`src/inc/abort_dma_pkg.sv`:
```
/*
  Shared constants and carriers for the abort cause, slave data NACK and
  DMA request block. Assumes a 32-bit register port with byte offsets.
*/
package abort_dma_pkg;

  localparam logic [7:0]  ABORT_CAUSE_OFS   = 8'h80;
  localparam logic [7:0]  SLV_NACK_CTRL_OFS = 8'h84;
  localparam logic [7:0]  DMA_CONTROL_OFS   = 8'h88;
  localparam logic [7:0]  DMA_TX_LEVEL_OFS  = 8'h8C;
  localparam logic [7:0]  DMA_RX_LEVEL_OFS  = 8'h90;
  localparam logic [7:0]  IRQ_STATUS_OFS    = 8'hB0;
  localparam logic [7:0]  IRQ_MASK_OFS      = 8'hB4;

  localparam logic [31:0] REG_RESET         = 32'h0000_0000;

  localparam int          TX_DMA_EN_BIT     = 1;
  localparam int          RX_DMA_EN_BIT     = 0;
  localparam int          NACK_BIT          = 0;
  localparam int          CAUSE_WIDTH       = 10;
  localparam int          LEVEL_WIDTH       = 3;
  localparam int          COUNT_WIDTH       = 4;

  localparam int          IRQ_ABORT_BIT     = 0;
  localparam int          IRQ_NACK_REF_BIT  = 1;
  localparam int          IRQ_WIDTH         = 2;

  // Bit order equals the cause register layout, bit 9 first
  typedef struct packed {
    logic start_byte_without_restart;
    logic highspeed_without_restart;
    logic start_byte_acked;
    logic hs_master_code_acked;
    logic general_call_read_err;
    logic general_call_unacked;
    logic tx_byte_unacked;
    logic ten_bit_second_byte_unacked;
    logic ten_bit_first_byte_unacked;
    logic seven_bit_addr_unacked;
  } abort_events_t;

  typedef struct packed {
    logic tx;
    logic rx;
  } dma_req_t;

  typedef struct packed {
    logic [7:0]  addr;
    logic [31:0] wdata;
    logic        wr;
    logic        rd;
  } reg_req_t;

endpackage

```
`src/hw/abort_dma_ctrl.sv`:
```
/*
  Abort cause register, slave data NACK control and DMA request logic.
  Assumes the bus engine, enable register, status register and FIFOs run
  on sys_clk and hand their signals over without synchronisers.
*/
`timescale 1ns/1ps

module abort_dma_ctrl
  import abort_dma_pkg::*;
(
  input  wire logic                   sys_clk,
  input  wire logic                   reset_n,
  input  wire reg_req_t               reg_req,
  output logic [31:0]                 reg_rdata,
  input  wire abort_events_t          abort_events,
  input  wire logic                   sbyte_norestart_cause,
  input  wire logic                   abort_clear_read,
  input  wire logic                   all_irq_clear_read,
  input  wire logic                   controller_enable,
  input  wire logic                   slave_active,
  input  wire logic                   slave_receiver,
  input  wire logic [COUNT_WIDTH-1:0] tx_fifo_count,
  input  wire logic [COUNT_WIDTH-1:0] rx_fifo_count,
  output dma_req_t                    dma_req,
  output logic                        tx_abort_event,
  output logic                        slave_data_nack,
  output logic                        irq
);

  logic [CAUSE_WIDTH-1:0] abort_cause_reg;
  logic                   bit9_cleared_reg;
  logic                   nack_ctrl_reg;
  logic                   tx_dma_en_reg;
  logic                   rx_dma_en_reg;
  logic [LEVEL_WIDTH-1:0] tx_level_reg;
  logic [LEVEL_WIDTH-1:0] rx_level_reg;
  logic [IRQ_WIDTH-1:0]   irq_status_reg;
  logic [IRQ_WIDTH-1:0]   irq_mask_reg;
  logic [IRQ_WIDTH-1:0]   irq_events;
  logic [CAUSE_WIDTH-1:0] cause_events;
  logic                   cause_clear;
  logic                   nack_write;
  logic                   nack_refused;
  logic                   tx_cond;
  logic                   rx_cond;

  function automatic logic hit(input reg_req_t req, input logic [7:0] ofs, input logic is_wr);
    hit = (is_wr ? req.wr : req.rd) && (req.addr == ofs);
  endfunction

  assign cause_events = abort_events;
  assign cause_clear  = abort_clear_read || all_irq_clear_read;
  assign nack_write   = hit(reg_req, SLV_NACK_CTRL_OFS, 1'b1);
  assign nack_refused = nack_write && (controller_enable || slave_active);
  assign tx_cond      = tx_dma_en_reg && (tx_fifo_count <= {1'b0, tx_level_reg});
  assign rx_cond      = rx_dma_en_reg && (rx_fifo_count >= ({1'b0, rx_level_reg} + 4'h1));
  assign irq_events   = {nack_refused, |cause_events};

  // Causes 8..0: a new event in a clear cycle survives the clear
  always_ff @(posedge sys_clk)
  begin
    if (!reset_n)
    begin
      abort_cause_reg[8:0] <= 9'h000;
    end
    else if (cause_clear)
    begin
      abort_cause_reg[8:0] <= cause_events[8:0];
    end
    else
    begin
      abort_cause_reg[8:0] <= abort_cause_reg[8:0] | cause_events[8:0];
    end
  end

  // Bit 9 drops for one cycle on a clear, then returns while its cause stays
  always_ff @(posedge sys_clk)
  begin
    if (!reset_n)
    begin
      abort_cause_reg[9] <= 1'b0;
      bit9_cleared_reg   <= 1'b0;
    end
    else
    begin
      bit9_cleared_reg <= cause_clear && sbyte_norestart_cause;
      if (cause_clear)
      begin
        abort_cause_reg[9] <= 1'b0;
      end
      else if (cause_events[9] || (bit9_cleared_reg && sbyte_norestart_cause))
      begin
        abort_cause_reg[9] <= 1'b1;
      end
    end
  end

  // Guarded write; software is expected to poll activity first
  always_ff @(posedge sys_clk)
  begin
    if (!reset_n)
    begin
      nack_ctrl_reg <= REG_RESET[0];
    end
    else if (nack_write && !controller_enable && !slave_active)
    begin
      nack_ctrl_reg <= reg_req.wdata[NACK_BIT];
    end
  end

  always_ff @(posedge sys_clk)
  begin
    if (!reset_n)
    begin
      slave_data_nack <= 1'b0;
    end
    else
    begin
      slave_data_nack <= nack_ctrl_reg && slave_receiver;
    end
  end

  always_ff @(posedge sys_clk)
  begin
    if (!reset_n)
    begin
      tx_dma_en_reg <= REG_RESET[TX_DMA_EN_BIT];
      rx_dma_en_reg <= REG_RESET[RX_DMA_EN_BIT];
      tx_level_reg  <= REG_RESET[LEVEL_WIDTH-1:0];
      rx_level_reg  <= REG_RESET[LEVEL_WIDTH-1:0];
    end
    else
    begin
      if (hit(reg_req, DMA_CONTROL_OFS, 1'b1))
      begin
        tx_dma_en_reg <= reg_req.wdata[TX_DMA_EN_BIT];
        rx_dma_en_reg <= reg_req.wdata[RX_DMA_EN_BIT];
      end
      if (hit(reg_req, DMA_TX_LEVEL_OFS, 1'b1))
      begin
        tx_level_reg <= reg_req.wdata[LEVEL_WIDTH-1:0];
      end
      if (hit(reg_req, DMA_RX_LEVEL_OFS, 1'b1))
      begin
        rx_level_reg <= reg_req.wdata[LEVEL_WIDTH-1:0];
      end
    end
  end

  // Requests are levels; the DMA controller samples them, so one cycle lag is harmless
  always_ff @(posedge sys_clk)
  begin
    if (!reset_n)
    begin
      dma_req <= '0;
    end
    else
    begin
      dma_req.tx <= tx_cond;
      dma_req.rx <= rx_cond;
    end
  end

  always_ff @(posedge sys_clk)
  begin
    if (!reset_n)
    begin
      tx_abort_event <= 1'b0;
    end
    else
    begin
      tx_abort_event <= |cause_events;
    end
  end

  // Sticky status, write one to clear; a new event beats the clear
  always_ff @(posedge sys_clk)
  begin
    if (!reset_n)
    begin
      irq_status_reg <= REG_RESET[IRQ_WIDTH-1:0];
      irq_mask_reg   <= REG_RESET[IRQ_WIDTH-1:0];
    end
    else
    begin
      if (hit(reg_req, IRQ_STATUS_OFS, 1'b1))
      begin
        irq_status_reg <= (irq_status_reg & ~reg_req.wdata[IRQ_WIDTH-1:0]) | irq_events;
      end
      else
      begin
        irq_status_reg <= irq_status_reg | irq_events;
      end
      if (hit(reg_req, IRQ_MASK_OFS, 1'b1))
      begin
        irq_mask_reg <= reg_req.wdata[IRQ_WIDTH-1:0];
      end
    end
  end

  always_ff @(posedge sys_clk)
  begin
    if (!reset_n)
    begin
      irq <= 1'b0;
    end
    else
    begin
      irq <= |(irq_status_reg & irq_mask_reg);
    end
  end

  // Unmapped addresses read as zero
  always_ff @(posedge sys_clk)
  begin
    if (!reset_n)
    begin
      reg_rdata <= REG_RESET;
    end
    else if (!reg_req.rd)
    begin
      reg_rdata <= REG_RESET;
    end
    else if (reg_req.addr == ABORT_CAUSE_OFS)
    begin
      reg_rdata <= {22'h00_0000, abort_cause_reg};
    end
    else if (reg_req.addr == SLV_NACK_CTRL_OFS)
    begin
      reg_rdata <= {31'h0000_0000, nack_ctrl_reg};
    end
    else if (reg_req.addr == DMA_CONTROL_OFS)
    begin
      reg_rdata <= {30'h0000_0000, tx_dma_en_reg, rx_dma_en_reg};
    end
    else if (reg_req.addr == DMA_TX_LEVEL_OFS)
    begin
      reg_rdata <= {29'h0000_0000, tx_level_reg};
    end
    else if (reg_req.addr == DMA_RX_LEVEL_OFS)
    begin
      reg_rdata <= {29'h0000_0000, rx_level_reg};
    end
    else if (reg_req.addr == IRQ_STATUS_OFS)
    begin
      reg_rdata <= {30'h0000_0000, irq_status_reg};
    end
    else if (reg_req.addr == IRQ_MASK_OFS)
    begin
      reg_rdata <= {30'h0000_0000, irq_mask_reg};
    end
    else
    begin
      reg_rdata <= REG_RESET;
    end
  end

  property p_bit9_set;
    @(posedge sys_clk) disable iff (!reset_n)
    (abort_events.start_byte_without_restart && !cause_clear) |=> abort_cause_reg[9];
  endproperty
  a_bit9_set: assert property (p_bit9_set) else $error("bit 9 not set");

  property p_low_causes_set;
    @(posedge sys_clk) disable iff (!reset_n)
    cause_events[8:0] != 9'h000 |=>
      ((abort_cause_reg[8:0] & $past(cause_events[8:0])) == $past(cause_events[8:0]));
  endproperty
  a_low_causes_set: assert property (p_low_causes_set) else $error("cause lost");

  property p_clear_low;
    @(posedge sys_clk) disable iff (!reset_n)
    cause_clear |=> abort_cause_reg[8:0] == $past(cause_events[8:0]);
  endproperty
  a_clear_low: assert property (p_clear_low) else $error("clear failed");

  property p_bit9_reassert;
    @(posedge sys_clk) disable iff (!reset_n)
    (cause_clear && sbyte_norestart_cause) ##1 (sbyte_norestart_cause && !cause_clear)
      |-> !abort_cause_reg[9] ##1 abort_cause_reg[9];
  endproperty
  a_bit9_reassert: assert property (p_bit9_reassert) else $error("bit 9 not back");

  property p_nack_refused;
    @(posedge sys_clk) disable iff (!reset_n)
    (nack_write && (controller_enable || slave_active)) |=> $stable(nack_ctrl_reg);
  endproperty
  a_nack_refused: assert property (p_nack_refused) else $error("write not ignored");

  property p_nack_accepted;
    @(posedge sys_clk) disable iff (!reset_n)
    (nack_write && !controller_enable && !slave_active) |=>
      nack_ctrl_reg == $past(reg_req.wdata[0]);
  endproperty
  a_nack_accepted: assert property (p_nack_accepted) else $error("write lost");

  property p_nack_out;
    @(posedge sys_clk) disable iff (!reset_n)
    (slave_receiver && nack_ctrl_reg) |=> slave_data_nack;
  endproperty
  a_nack_out: assert property (p_nack_out) else $error("no data nack");

  property p_tx_req;
    @(posedge sys_clk) disable iff (!reset_n)
    (tx_dma_en_reg && tx_fifo_count <= {1'b0, tx_level_reg}) |=> dma_req.tx;
  endproperty
  a_tx_req: assert property (p_tx_req) else $error("tx request missing");

  property p_rx_req;
    @(posedge sys_clk) disable iff (!reset_n)
    (rx_dma_en_reg && rx_fifo_count > {1'b0, rx_level_reg}) |=> dma_req.rx;
  endproperty
  a_rx_req: assert property (p_rx_req) else $error("rx request missing");

  property p_req_drop;
    @(posedge sys_clk) disable iff (!reset_n)
    (!tx_dma_en_reg || !rx_dma_en_reg) |=>
      (!dma_req.tx || $past(tx_dma_en_reg)) && (!dma_req.rx || $past(rx_dma_en_reg));
  endproperty
  a_req_drop: assert property (p_req_drop) else $error("request stuck");

  property p_tx_drop;
    @(posedge sys_clk) disable iff (!reset_n)
    !(tx_dma_en_reg && tx_fifo_count <= {1'b0, tx_level_reg}) |=> !dma_req.tx;
  endproperty
  a_tx_drop: assert property (p_tx_drop) else $error("tx request not dropped");

  property p_rx_drop;
    @(posedge sys_clk) disable iff (!reset_n)
    !(rx_dma_en_reg && rx_fifo_count > {1'b0, rx_level_reg}) |=> !dma_req.rx;
  endproperty
  a_rx_drop: assert property (p_rx_drop) else $error("rx request not dropped");

  property p_dma_ctrl_write;
    @(posedge sys_clk) disable iff (!reset_n)
    hit(reg_req, DMA_CONTROL_OFS, 1'b1) |=>
      {tx_dma_en_reg, rx_dma_en_reg} == $past(reg_req.wdata[TX_DMA_EN_BIT:RX_DMA_EN_BIT]);
  endproperty
  a_dma_ctrl_write: assert property (p_dma_ctrl_write) else $error("enable write lost");

  property p_abort_pulse;
    @(posedge sys_clk) disable iff (!reset_n)
    (|cause_events) |=> tx_abort_event;
  endproperty
  a_abort_pulse: assert property (p_abort_pulse) else $error("abort event missing");

  property p_irq;
    @(posedge sys_clk) disable iff (!reset_n)
    ##1 1'b1 |-> irq == |($past(irq_status_reg) & $past(irq_mask_reg));
  endproperty
  a_irq: assert property (p_irq) else $error("irq mismatch");

  c_abort_clear: cover property (@(posedge sys_clk) disable iff (!reset_n)
    abort_cause_reg[3] ##1 cause_clear);
  c_bit9_back: cover property (@(posedge sys_clk) disable iff (!reset_n)
    (cause_clear && abort_cause_reg[9]) ##2 abort_cause_reg[9]);
  c_both_req: cover property (@(posedge sys_clk) disable iff (!reset_n)
    dma_req.tx && dma_req.rx);
  c_nack_refused: cover property (@(posedge sys_clk) disable iff (!reset_n) nack_refused);
  c_nack_out: cover property (@(posedge sys_clk) disable iff (!reset_n) slave_data_nack);

endmodule

```
`config.mk`:
```
export PLATFORM = sky130hd
export DESIGN_NAME = abort_dma_ctrl
export DESIGN_NICKNAME = d
export VERILOG_FILES = /design/src/inc/abort_dma_pkg.sv /design/src/hw/abort_dma_ctrl.sv
export SDC_FILE = /design/constraint.sdc
export NUM_CORES = 1
export LEC_CHECK = 0
export BUFFER_PORTS_ARGS = -buffer_cell sky130_fd_sc_hd__clkbuf_2
export CORE_MARGIN = 1
export CORE_UTILIZATION = 40
export CTS_BUF_LIST = sky130_fd_sc_hd__clkbuf_16
export DETAILED_ROUTE_END_ITERATION = 6
export PLACE_DENSITY = 0.77
export SYNTH_ARGS = -nofsm -noshare
export SYNTH_HDL_FRONTEND = slang
export SYNTH_SLANG_ARGS = --single-unit
```
`constraint.sdc`:
```
create_clock -name sys_clk -period 3.8 [get_ports sys_clk]
set_clock_uncertainty 0.15 [all_clocks]
set_input_delay 0.76 -clock sys_clk [delete_from_list [all_inputs] [get_ports sys_clk]]
set_output_delay 0.76 -clock sys_clk [all_outputs]
set_load 0.02 [all_outputs]
```
; ---- Word-level counts from Yosys, hierarchy flattened
; Index checks and enable logic that the tools add are counted.
[classes]
order_cmp = 2
n_eq_ne = 7
n_reduce_logical = 24
mux = 9
add_sub_neg = 1
n_bitwise = 8
[ops]
columns = op, count
row1 = $eq A8 B8 Y1 const B, 7
row2 = $logic_and A1 B1 Y1, 14
row3 = $mux W3, 4
row4 = $mux W10, 1
row5 = $reduce_or A10 Y1, 1
row6 = $mux W9, 1
row7 = $or A9 B9 Y9, 1
row8 = $reduce_or A8 Y1, 1
row9 = $mux W2, 3
row10 = $add A3 B1 Y4 const B, 1
row11 = $and A2 B2 Y2, 2
row12 = $ge A4 B4 Y1, 1
row13 = $le A4 B3 Y1, 1
row14 = $or A2 B2 Y2, 2
row15 = $reduce_or A2 Y1, 2
row16 = $logic_or A1 B1 Y1, 3
row17 = $logic_not A1 Y1, 2
row18 = $not A1 Y1, 2
row19 = $not A2 Y2, 1
row20 = $reduce_and A2 Y1, 1
[word_totals]
regBits = 61
output_inout_bits = 37
input_bits = 68
wordCells = 68

; ---- Longest topological paths before layout
[depth]
ltp_word = 8
depth_mapped = 6
mapped_depth_nobuf = 6

; ---- Least setup slack after synthesis
; No wires, ideal clock.
[synth_path]
path_type = input -> register
start = input port reg_req[39] (netlist name)
end = register nack_ctrl_reg
required_ns = 3.534
t_arrival_ns = 1.996
cell_stages = 5
n_path_buf = 1
slack_ns = 1.538
setup_ns = 0.116
path_cell_list = buf_6 > or4b_4 > nor4_4 > a21oi_1 > a41o_1
[synth_between]
elab_chain_len = 4
[synth_lines]
columns = element, line_no
row1 = "start, declared", abort_dma_ctrl.sv:13  ; input wire reg_req_t reg_req,
row2 = $eq A8 B8 Y1, abort_dma_ctrl.sv:48  ; hit = (is_wr ? req.wr : req.rd) && (req.addr == ofs);
row3 = $logic_and A1 B1 Y1, abort_dma_ctrl.sv:48
row4 = $logic_and A1 B1 Y1 (2 in a row), abort_dma_ctrl.sv:105  ; else if (nack_write && !controller_enable && !slave_active)
row5 = "end signal, assigned", abort_dma_ctrl.sv:103  ; nack_ctrl_reg <= REG_RESET[0];
row6 = "end signal, assigned", abort_dma_ctrl.sv:107  ; nack_ctrl_reg <= reg_req.wdata[NACK_BIT];
row7 = "end, declared", abort_dma_ctrl.sv:32  ; logic nack_ctrl_reg;
; No other way between the ends.
; A chain may end at the register's enable or synchronous reset.

; ---- Worst setup path in the final report
[layout_path]
start = input port reg_req[36] (netlist name)
end = register rx_level_reg[1]
[layout_between]
elab_chain_len = 2
[layout_lines]
columns = element, line_no
row1 = $eq A8 B8 Y1, abort_dma_ctrl.sv:48
row2 = $logic_and A1 B1 Y1, abort_dma_ctrl.sv:48
row3 = "end signal, assigned", abort_dma_ctrl.sv:130  ; rx_level_reg <= REG_RESET[LEVEL_WIDTH-1:0];
row4 = "end signal, assigned", abort_dma_ctrl.sv:145  ; rx_level_reg <= reg_req.wdata[LEVEL_WIDTH-1:0];
row5 = "end, declared", abort_dma_ctrl.sv:36  ; logic [LEVEL_WIDTH-1:0] rx_level_reg;
; No other way between the ends.

==> results_dict.tcl <==
set metrics [dict create \
    p_per_area_nw_per_um2 426.5 \
    routed-via-count 1624 \
    wl_per_cell_um 12.59 \
    ys_warn_count 0 \
    h-tree-depth 2 \
    critPathArrivalTime_ns 2.16 \
    drc_errors 0 \
    clk_path_buf_depth 2 \
    start_util_pct 42.92 \
    grt_pass1_wl_mm 6.644 \
    postLayoutCellArea_um2 2297 \
    synthDominantCellAreaShare_pct 40.39 \
    status "finished clean" \
    cts_root_buf "clkbuf_16" \
    hold_viol 0 \
    cp_cell_sequence "clkbuf_2 > or4_4 > nor4_4 > mux2i_1 > nor2_1" \
    synth_area_leaders "dfxtp_1, buf_4, mux2i_1, nor2_1, ha_1" \
    final-setup-viol-count 0 \
    grt_usage_pct 16.84 \
    dp.cells 309 \
    cts_setup_buffers 0 \
    fin_crit_sh_pct 56.96 \
    cts_hold_buffers 0 \
    synth_edf_count 0 \
    crit_fanout 12 \
    drt_wl_total_mm 3.992 \
    cp.depth 5 \
    hold_path_class "reg2reg" \
    worstSetupPathType "in2reg" \
    numClockSinks 39 \
    grt.overflow.total 0 \
    cts_resized 0 \
    worst_pin_slew_ns 0.6361 \
    path_delay_family "simple AND/OR/NAND/NOR gates" \
    post-place-ws_ns 1.340 \
    crit_required_ns 3.79 \
    ys_seq_elements 39 \
    port_buffers 53 \
    cp_num_buf_inv 1 \
    worst_setup_path_end_kind "flop" \
    final_cells 317 \
    seq_area_frac_synth_pct 40.39 \
    n_fill_cell 441 \
    tns_ns 0 \
    relSlewSlack_pct 57.55 \
    reg2regPathDepth 6 \
    multiInputGateArea_um2 979.7 \
    grt_max_degree 21 \
    ir_drop_v 0.0001717 \
    drive_above_1_share_pct 25.66 \
    cp_slowest_stage_delay_ns 0.59 \
    synth_cell_types 44 \
    layout_commonest_cell "clkbuf_2" \
    tritoncts "done" \
    grt_pass1_vias 1428 \
    drtIter0Drc 77 \
    postSynthCellCount 212 \
    num_rows 24 \
    syn_avg_cell_area_um2 9.118 \
    dieArea_um2 5115 \
    hpwl_mm 3.032 \
    whs_path_depth 1 \
    area_delta_synth_final_pct 18.83 \
    fin_util_pct 51.00 \
    synth_top_area_cell "dfxtp_1" \
    cp_slowest_cell "or4_4" \
    nNetsFinal 340 \
    final_cell_mix "clkbuf_2, dfxtp_1, nor2_1, conb_1, nand2_1" \
    syn_area_um2 1933 \
    routed_via_density 5.123 \
    cts_buffers 5 \
    grt_setup_unrepaired "no" \
    die_w_um 71.52 \
    leakage_nw 1.069 \
    placed_area_um2 2128 \
    pin_count 105 \
    clk_latency_ns 0.28 \
    max_cap_violations 0 \
    critPathLaunchType "primary input" \
    diodes 0 \
    drt_pass1_iterations 4 \
    core_area_um2 4504 \
    regArea_um2 780.7 \
    setup_ws_ns 1.636 \
    max_freq_ghz 0.4620 \
    grt_antenna_before_repair 0 \
    gp_congestion 0.8872 \
    slew_violations 0 \
    path_clk_slew_ns 0.06 \
    ys.flop_type "dfxtp_1" \
    synthArstFlopShare_pct 0 \
    final_antenna_net_count 0 \
    die_y_um 71.52 \
    min_period_ns 2.164 \
]
## report_power, final
group / leakage (nW) / internal, mW / switching [mW]
registers: 0.318 / 0.417 / 0.00371
logic: 0.667 / 0.0297 / 0.0614
clock network: 0.0838 / 0.309 / 0.158
total: 1.07 / 0.756 / 0.224
## path summary, 6_finish.rpt
| path | to | startpoint | slack, ns |
|---|---|---|---|
| max reg2reg | dma_req[0] | rx_level_reg[0] | 2.13 |
| min | reg_rdata[8] | abort_cause_reg[8] | 0.31 |
| min reg2reg | reg_rdata[8] | abort_cause_reg[8] | 0.31 |
| max | rx_level_reg[1] | reg_req[36] | 1.64 |
## cells by family after synthesis
logic type               count (synthesis)  share of synthesized area (%)
flip-flops                              39                          40.39
buffers and inverters                   39                          13.01
adder cells (fa/ha/maj)                  8                          5.178
AO/OA/AOI/OAI                           30                          10.16
XOR/XNOR                                 1                         0.4532
other                                    1                         0.1940
multiplexers                            13                          6.796
AND/OR/NAND/NOR                         81                          23.82
## area by class of cell
type | count | share of cell area [%]
clock inverter | 3 | 1.906
clock buffer | 5 | 5.447
inverter | 10 | 1.634
multi-input combinational | 155 | 42.65
tap | 52 | 2.832
sequential | 39 | 33.99
timing repair buffer | 53 | 11.55
## metal layers
metal / up-vias / wire length, µm / global-route usage, %
met3: 9 / 213 / 4.079
met2: 59 / 1894 / 27.72
met5: - / 0 / 0
met1: 748 / 1807 / 21.21
li1: 808 / - / -
met4: 0 / 77 / 6.972
## metrics by stage
stage          total power [mW]  hold WS, ns
2_1_floorplan            0.5056       0.2754
3_3_place_gp             0.5182       0.2853
3_5_place_dp             0.5201       0.2951
4_1_cts                  0.9894       0.3069
5_1_grt                   1.009       0.3198
6_report                 0.9797       0.3052
## cell usage after synthesis (all sizes together), types with 2 or more instances
library cell	number
a211oi	3
a21oi	12
a32oi	2
and2	8
buf	25
clkbuf	4
dfxtp	39
ha	8
inv	10
mux2i	12
nand2	14
nand2b	2
nand3	2
nand3b	3
nor2	28
nor3	6
nor4	8
nor4b	2
o21ai	3
## worst register-to-register path: cells and delay by family, from the launching register on
family | cells | cell delay (ns)
fa+ha+maj | 2 | 0.55
compound gates | 2 | 0.38
flops | 1 | 0.35
simple gates | 1 | 0.08
buf+inv | 1 | 0.04
Note: power is estimated with default switching activity, not from simulation.
